--- src/rtl/rcim_regs.svh ---
`ifndef RCIM_REGS_SVH
`define RCIM_REGS_SVH

// Register byte offsets on the register port.
`define RCIM_OFS_UNMASKED 8'h00
`define RCIM_OFS_MASKED 8'h04
`define RCIM_OFS_ENABLE_SET 8'h08
`define RCIM_OFS_ENABLE_CLEAR 8'h0C

// Field positions shared by the status and enable registers.
`define RCIM_CHANNELS 8
`define RCIM_PACKET_LSB 0
`define RCIM_LOW_BUFFER_LSB 8
`define RCIM_PULSE_LSB 16
`define RCIM_ENABLE_WIDTH 24
`define RCIM_STATUS_WIDTH 16

// Reset values.
`define RCIM_ENABLE_RESET 24'h000000
`define RCIM_RDATA_RESET 32'h00000000

`endif

--- src/rtl/rcim_pkg.sv ---
`include "rcim_regs.svh"

package rcim_pkg;

  // One-hot register select produced by the address decoder.
  typedef enum logic [4:0]
  {
    RCIM_SEL_NONE = 5'h01,
    RCIM_SEL_UNMASKED = 5'h02,
    RCIM_SEL_MASKED = 5'h04,
    RCIM_SEL_SET = 5'h08,
    RCIM_SEL_CLEAR = 5'h10
  } rcim_reg_sel_t;

  typedef logic [`RCIM_ENABLE_WIDTH-1:0] rcim_enable_t;
  typedef logic [`RCIM_STATUS_WIDTH-1:0] rcim_status_t;
  typedef logic [`RCIM_CHANNELS-1:0] rcim_chan_t;

endpackage

--- src/rtl/rcim_enable_mask.sv ---
`timescale 1ns/1ps
`include "rcim_regs.svh"

module rcim_enable_mask
  import rcim_pkg::*;
(
  input wire logic core_clk,
  input wire logic rst_n,
  input wire logic set_strobe,
  input wire logic clear_strobe,
  input wire rcim_enable_t bit_data,
  output rcim_enable_t enable
);

  // Each enable bit is set by a one in a set write and cleared by a one in a clear write.
  // Zeros leave the bit alone; a set wins should both ever arrive together.
  genvar i;
  generate
    for (i = 0; i < `RCIM_ENABLE_WIDTH; i++)
    begin : g_bit
      always_ff @(posedge core_clk or negedge rst_n)
      begin
        if (!rst_n)
        begin
          enable[i] <= 1'h0;
        end
        else if (set_strobe && bit_data[i])
        begin
          enable[i] <= 1'h1;
        end
        else if (clear_strobe && bit_data[i])
        begin
          enable[i] <= 1'h0;
        end
      end
    end
  endgenerate

endmodule

--- src/rtl/rcim_top.sv ---
// The address-and-strobe port and the register addresses are this design's own decisions.
`timescale 1ns/1ps
`include "rcim_regs.svh"

// Overview of operation
// - The masked status register shows the enabled packet-pending state of channels 0 to 7 in bits 0 to 7.
// - The masked status register shows the enabled threshold-pending state of channels 0 to 7 in bits 8 to 15.
// - The enable set register sets each enable bit written as one and reads back the current enables.
// - A one in bits 16 to 23 of the set register enables the pulse interrupt of channels 0 to 7.
// - A one in bits 8 to 15 of the set register enables the threshold interrupt of channels 0 to 7.
// - A one in bits 0 to 7 of the set register enables the packet interrupt of channels 0 to 7.
// - The enable clear register clears each enable bit written as one and reads back the current enables.
// - A one in bits 16 to 23 of the clear register disables the pulse interrupt of channels 0 to 7.
// - A one in bits 8 to 15 of the clear register disables the threshold interrupt of channels 0 to 7.
// - A one in bits 0 to 7 of the clear register disables the packet interrupt of channels 0 to 7.
// - Bits 24 to 31 of the enable registers and bits 16 to 31 of the masked status carry no function.
// - An unmasked status register with the same layout shows every packet and threshold event before masking.

module rcim_top
  import rcim_pkg::*;
(
  input wire logic core_clk,
  input wire logic reset_n,
  input wire logic [7:0] reg_addr,
  input wire logic [31:0] reg_wdata,
  input wire logic reg_wr,
  input wire logic reg_rd,
  output logic [31:0] reg_rdata,
  input wire rcim_chan_t rx_packet_event,
  input wire rcim_chan_t rx_low_buffer_event,
  input wire rcim_chan_t rx_pulse_event,
  output rcim_chan_t rx_packet_irq,
  output rcim_chan_t rx_low_buffer_irq,
  output rcim_chan_t rx_pulse_irq
);

  logic rst_meta_n;
  logic rst_n;
  rcim_reg_sel_t wr_sel;
  rcim_reg_sel_t rd_sel;
  rcim_enable_t enable;
  rcim_status_t unmasked;
  rcim_status_t masked;
  logic [31:0] next_rdata;

  // Maps a byte address to the one-hot register select; unaligned or unknown addresses select nothing.
  function automatic rcim_reg_sel_t rcim_decode(input logic [7:0] addr);
    rcim_reg_sel_t sel;
    sel = RCIM_SEL_NONE;
    case (addr)
      `RCIM_OFS_UNMASKED: sel = RCIM_SEL_UNMASKED;
      `RCIM_OFS_MASKED: sel = RCIM_SEL_MASKED;
      `RCIM_OFS_ENABLE_SET: sel = RCIM_SEL_SET;
      `RCIM_OFS_ENABLE_CLEAR: sel = RCIM_SEL_CLEAR;
      default: sel = RCIM_SEL_NONE;
    endcase
    return sel;
  endfunction

  // Releases the asynchronous reset through two flops so all logic leaves reset on one edge.
  always_ff @(posedge core_clk or negedge reset_n)
  begin
    if (!reset_n)
    begin
      rst_meta_n <= 1'h0;
      rst_n <= 1'h0;
    end
    else
    begin
      rst_meta_n <= 1'h1;
      rst_n <= rst_meta_n;
    end
  end

  // Decoding is shared by the write path and the read path.
  assign wr_sel = reg_wr ? rcim_decode(reg_addr) : RCIM_SEL_NONE;
  assign rd_sel = reg_rd ? rcim_decode(reg_addr) : RCIM_SEL_NONE;

  // Holds the 24 enable bits; only the low 24 write bits reach it, so bits 24 to 31 do nothing.
  rcim_enable_mask u_enable_mask
  (
    .core_clk(core_clk),
    .rst_n(rst_n),
    .set_strobe(wr_sel == RCIM_SEL_SET),
    .clear_strobe(wr_sel == RCIM_SEL_CLEAR),
    .bit_data(reg_wdata[`RCIM_ENABLE_WIDTH-1:0]),
    .enable(enable)
  );

  // Captures the level of each channel's packet and threshold source before any masking.
  always_ff @(posedge core_clk or negedge rst_n)
  begin
    if (!rst_n)
    begin
      unmasked <= '0;
    end
    else
    begin
      unmasked <= {rx_low_buffer_event, rx_packet_event};
    end
  end

  // Masked view: each captured event ANDed with its own enable bit, channel 0 in the low bit.
  assign masked = unmasked & enable[`RCIM_STATUS_WIDTH-1:0];

  // Drives the per-channel interrupt lines from flops, one channel per loop pass.
  genvar ch;
  generate
    for (ch = 0; ch < `RCIM_CHANNELS; ch++)
    begin : g_chan
      always_ff @(posedge core_clk or negedge rst_n)
      begin
        if (!rst_n)
        begin
          rx_packet_irq[ch] <= 1'h0;
          rx_low_buffer_irq[ch] <= 1'h0;
          rx_pulse_irq[ch] <= 1'h0;
        end
        else
        begin
          rx_packet_irq[ch] <= masked[`RCIM_PACKET_LSB + ch];
          rx_low_buffer_irq[ch] <= masked[`RCIM_LOW_BUFFER_LSB + ch];
          rx_pulse_irq[ch] <= rx_pulse_event[ch] & enable[`RCIM_PULSE_LSB + ch];
        end
      end
    end
  endgenerate

  // Selects the read value; reserved bits and unmapped addresses read as zero.
  always_comb
  begin
    next_rdata = `RCIM_RDATA_RESET;
    case (rd_sel)
      RCIM_SEL_NONE: next_rdata = `RCIM_RDATA_RESET;
      RCIM_SEL_UNMASKED: next_rdata = {16'h0000, unmasked};
      RCIM_SEL_MASKED: next_rdata = {16'h0000, masked};
      RCIM_SEL_SET: next_rdata = {8'h00, enable};
      RCIM_SEL_CLEAR: next_rdata = {8'h00, enable};
      default: next_rdata = `RCIM_RDATA_RESET;
    endcase
  end

  // Read data stands for the single cycle after the read strobe and is zero otherwise.
  always_ff @(posedge core_clk or negedge rst_n)
  begin
    if (!rst_n)
    begin
      reg_rdata <= `RCIM_RDATA_RESET;
    end
    else
    begin
      reg_rdata <= next_rdata;
    end
  end
endmodule

--- config.mk ---
export PLATFORM = sky130hd
export DESIGN_NAME = rcim_top
export DESIGN_NICKNAME = d
export VERILOG_FILES = /design/src/rtl/rcim_pkg.sv /design/src/rtl/rcim_enable_mask.sv /design/src/rtl/rcim_top.sv
export VERILOG_INCLUDE_DIRS = /design/src /design/src/rtl
export SDC_FILE = /design/constraint.sdc
export NUM_CORES = 1
export LEC_CHECK = 0
export CAP_MARGIN = 0
export CORE_MARGIN = 2
export CORE_UTILIZATION = 55
export CTS_CLUSTER_DIAMETER = 100
export DETAILED_ROUTE_END_ITERATION = 8
export DONT_BUFFER_PORTS = 1
export PLACE_DENSITY = 0.68
export SLEW_MARGIN = 30
export SYNTH_ARGS = -nofsm -noshare
export SYNTH_HDL_FRONTEND = slang
export SYNTH_HIERARCHICAL = 1
export SYNTH_SLANG_ARGS = --single-unit
--- constraint.sdc ---
create_clock -name core_clk -period 5.8 [get_ports core_clk]
set_clock_uncertainty 0.15 [all_clocks]
set_input_delay 0.29 -clock core_clk [delete_from_list [all_inputs] [get_ports core_clk]]
set_output_delay 0.29 -clock core_clk [all_outputs]
set_load 0.02 [all_outputs]
==> metrics.sh <==
FINAL.FILL_COUNT=438
FINAL.HOLD.WORST_SLACK_PS=12.6
FINAL.PERIOD_UTILIZATION_PCT=41.2
FP.COREAREA_UM2=6240
GRT_PASS1_VIAS=2164
WORST_IR_DROP_ON_VDD_mV=0.226
FP.DIEH_UM=83.7
ROUTED.TOP_LAYER='met4'
DETAIL_ROUTE.DRC_VIOLATIONS=0
FINAL_NETS=378
SYNTH-SEQ-AREA-SHARE_PCT=64.4
CRITICAL_PATH.SLOWEST_CELL='sky130_fd_sc_hd__or4_4'
HOLD_VIOL=0
ANT_DIODES=0
STATUS='complete, no violations'
POSTROUTEWIRELENGTH_UM=6800
WORSTSETUPENDPOINTTYPE='flip-flop'
NUMBER_OF_DETAILED_ROUTING_ITERATIONS_RUN_BEFORE_ANTENNA_REPAIR=4
WORSTPATHREQUIRED_PS=5880
CLK_LATENCY_PS=340
TIMING.REG2REG.SETUP_SLACK_PS=4730
CLOCK_PATH_BUFFERS=2
GRT.TOTAL_USAGE_PCT=21.3
PRECTSSETUPSLACK_PS=3020
ROUTED-WL-MET3_UM=394
NETLIST.AREA_LEADER.SHARE_PCT=64.4
TIMING.FINAL.MAX_SLEW_VIOLATIONS=0
YS_TOP_CELLS_BY_COUNT='sky130_fd_sc_hd__dfrtp_1 (90), sky130_fd_sc_hd__inv_1 (25), sky130_fd_sc_hd__a22o_1 (24), sky130_fd_sc_hd__and2_1 (24), sky130_fd_sc_hd__nand2_1 (24)'
CAP_VIOL_MAX_COUNT=0
IOPINCOUNT=124
FP.DIEAREA_UM2=7010
WORST-SETUP-PATH-TYPE='primary input to flip-flop'
CP_CELL_SEQUENCE='or4_4, nor3_2, buf_4, nand2_1, a22o_1'
MULTI_INPUT_AREA_UM2=1020
LAYOUT.CELL_AREA.NON_FILLER_UM2=4230
ROUTABILITYCONGESTION=0.776
ANT_NETS=0
GRT_FIRST_PASS_WIRELENGTH_UM=11300
DETAILEDROUTE.FIRSTITERATIONVIOLATIONS=117
SYNTH_AREA_PER_CELL_UM2=13.5
POST_ROUTE_CELLS_DRIVE_ABOVE_1_SHARE_PCT=12.1
SYNTH-WARNING-COUNT=6
SEQCELLAREA_UM2=2260
CTS_HTREE_LEVELS=3
SYNTH_EDF_COUNT=0
POSTSYNTH.TOPFLOPCELL='sky130_fd_sc_hd__dfrtp_1'
LEAKAGE_nW=1.82
CTS.SINK_COUNT=90
GRT_OVERFLOW=0
CORE.ROWCOUNT=29
CTS_INSERTED_BUFFERS=9
POWER-PER-CELL-AREA_nW_PER_UM2=276
SYN_TO_FINAL_GROWTH_PCT=21.1
SYNTH.DISTINCT_CELLS=20
PATH_MAX_FANOUT=26
CP_DATA_ARRIVAL_TIME_PS=2470
FIN_SETUP_TNS_PS=0
PLACE.PORT_BUFFERS=0
TRITONCTS='built'
SYNTH-ASYNC-RESET-RATIO_PCT=100
INITIAL_ANTENNA_VIOLATION_COUNT=0
YS_TOP_CELLS_BY_AREA='sky130_fd_sc_hd__dfrtp_1 (64%), sky130_fd_sc_hd__a2111oi_4 (7.9%), sky130_fd_sc_hd__a22o_1 (6.0%)'
FINAL_PERIOD_MINUS_WORST_SETUP_SLACK_PS=2390
PIN_COUNT_OF_THE_BIGGEST_NET_ENTERING_GLOBAL_ROUTING=50
ROUTED_VIA_DENSITY=5.24
FINAL.SETUP.WORST_SLACK_PS=3410
CTS.REPORTEDPATHS.CLKPINSLEW_PS=80
TIMING.FMAX_MHz=418
STARTPOINT_TYPE='primary input'
NUMBER_OF_INSTANCES_IN_THE_SYNTHESIZED_NETLIST=258
WORST_PIN_SLEW_PS=827
MET1_LENGTH_UM=2730
MAX_SLEW_MARGIN_PCT=44.6
FINAL-SETUP-VIOL-COUNT=0
DPL.HPWL_UM=4130
DIE_WIDTH_UM=83.7
DPL-INSTANCE-AREA_UM2=3520
CRITICAL-PATH-MAX-STAGE-DELAY_PS=800
CTSROOTBUFFERMASTER='sky130_fd_sc_hd__clkbuf_8'
RSZ0062_AT_GRT='false'
REPORT.POWER.TOTAL_mW=1.17
WORSTHOLDPATHTYPE='primary input to flip-flop'
SYNTH.LARGEST_AREA_CELL='sky130_fd_sc_hd__dfrtp_1'
SYNTHMOSTINSTANTIATEDCELL='sky130_fd_sc_hd__dfrtp_1'
MET2_LENGTH_UM=3580
DR_TOTAL_VIAS=2056
INITIAL_UTILIZATION_PCT=56.0
POST_DRT_WL_PER_CELL_UM=17.3
YS_SEQ_ELEMENTS=90
SYN-CELL-AREA_UM2=3490
==> kinds of logic after synthesis <==
logic type | Yosys count | share of synthesized area (%)
and+or+nand+nor | 79 | 11.4
DFF | 90 | 64.4
other | 2 | 0.215
buffers and inverters | 47 | 7.45
AOI/OAI and AO/OA | 40 | 16.5
==> cell type report <==
| cell class | count | area share (%) |
|---|---|---|
| Clock buffer | 14 | 3.85 |
| Clock inverter | 2 | 0.828 |
| Inverter | 25 | 2.22 |
| Multi-Input combinational cell | 128 | 24.1 |
| Sequential cell | 90 | 53.3 |
| Tap cell | 77 | 2.28 |
| Timing Repair Buffer | 56 | 13.4 |
==> per-layer routing <==
| metal | vias to the layer above | track usage [%] |
|---|---|---|
| li1 | 945 | - |
| met1 | 1032 | 25.9 |
| met2 | 72 | 35.6 |
| met3 | 7 | 7.02 |
| met4 | 0 | 7.48 |
| met5 | - | 0 |
==> flip-flops by register name (all words and copies together), names as in the netlist <==
register	count
rst_meta_n	1
rx_packet_irq	8
rx_low_buffer_irq	8
unmasked	16
u_enable_mask/enable	24
rst_n	1
reg_rdata	24
rx_pulse_irq	8
==> worst max-delay path, delay by kind of cell <==
family	cells	cell delay [ps]
compound gates	1	200
buf+inv	1	340
simple gates	3	1630
==> path summary, 6_finish.rpt <==
check	start	end	depth (start not counted)
worst max-delay path	reg_addr[1]	u_enable_mask/enable[13]	5
worst min-delay path	reg_addr[3]	reg_rdata[15]	2
worst max register to register	rst_n	u_enable_mask/enable[13]	1
worst min register to register	rst_n	u_enable_mask/enable[0]	0
max in group asynchronous	rst_n	u_enable_mask/enable[13]	1
min in group asynchronous	rst_n	u_enable_mask/enable[0]	0
==> where the power goes <==
part	internal, mW	switching (mW)	total (mW)
registers	0.646	0.0219	0.668
clock network	0.223	0.198	0.421
logic	0.0384	0.0414	0.0799
==> through the flow <==
stage	utilization, %	cells
2_1_floorplan	-	265
4_1_cts	67.8	392
3_5_place_dp	56.4	325
6_report	67.8	392
3_3_place_gp	56.0	324
5_1_grt	67.8	392
==> cell usage in the layout (no fill, tap or decap) <==
cell,count
sky130_fd_sc_hd__buf_16,1
sky130_fd_sc_hd__dlygate4sd3_1,51
sky130_fd_sc_hd__nand2_1,24
sky130_fd_sc_hd__a2111oi_2,6
sky130_fd_sc_hd__dfrtp_4,1
sky130_fd_sc_hd__or4bb_1,1
sky130_fd_sc_hd__inv_1,25
sky130_fd_sc_hd__buf_4,4
sky130_fd_sc_hd__clkinv_2,1
sky130_fd_sc_hd__clkbuf_8,11
sky130_fd_sc_hd__or3b_1,1
sky130_fd_sc_hd__nand4bb_1,1
sky130_fd_sc_hd__or2_1,1
sky130_fd_sc_hd__dfrtp_1,89
sky130_fd_sc_hd__a22o_1,24
sky130_fd_sc_hd__clkbuf_1,3
sky130_fd_sc_hd__conb_1,9
sky130_fd_sc_hd__bufinv_16,1
sky130_fd_sc_hd__nor2_1,16
sky130_fd_sc_hd__nor3_2,2
sky130_fd_sc_hd__and2_1,24
sky130_fd_sc_hd__a2111oi_4,10
sky130_fd_sc_hd__or4_4,1
sky130_fd_sc_hd__nor3_1,8
==> what timing repair did <==
item	in CTS	in global routing
hold endpoints to repair	55	0
setup buffers	0	0
gates resized for setup	0	0
hold buffers	51	0
Power figures use the tool's default switching activity.
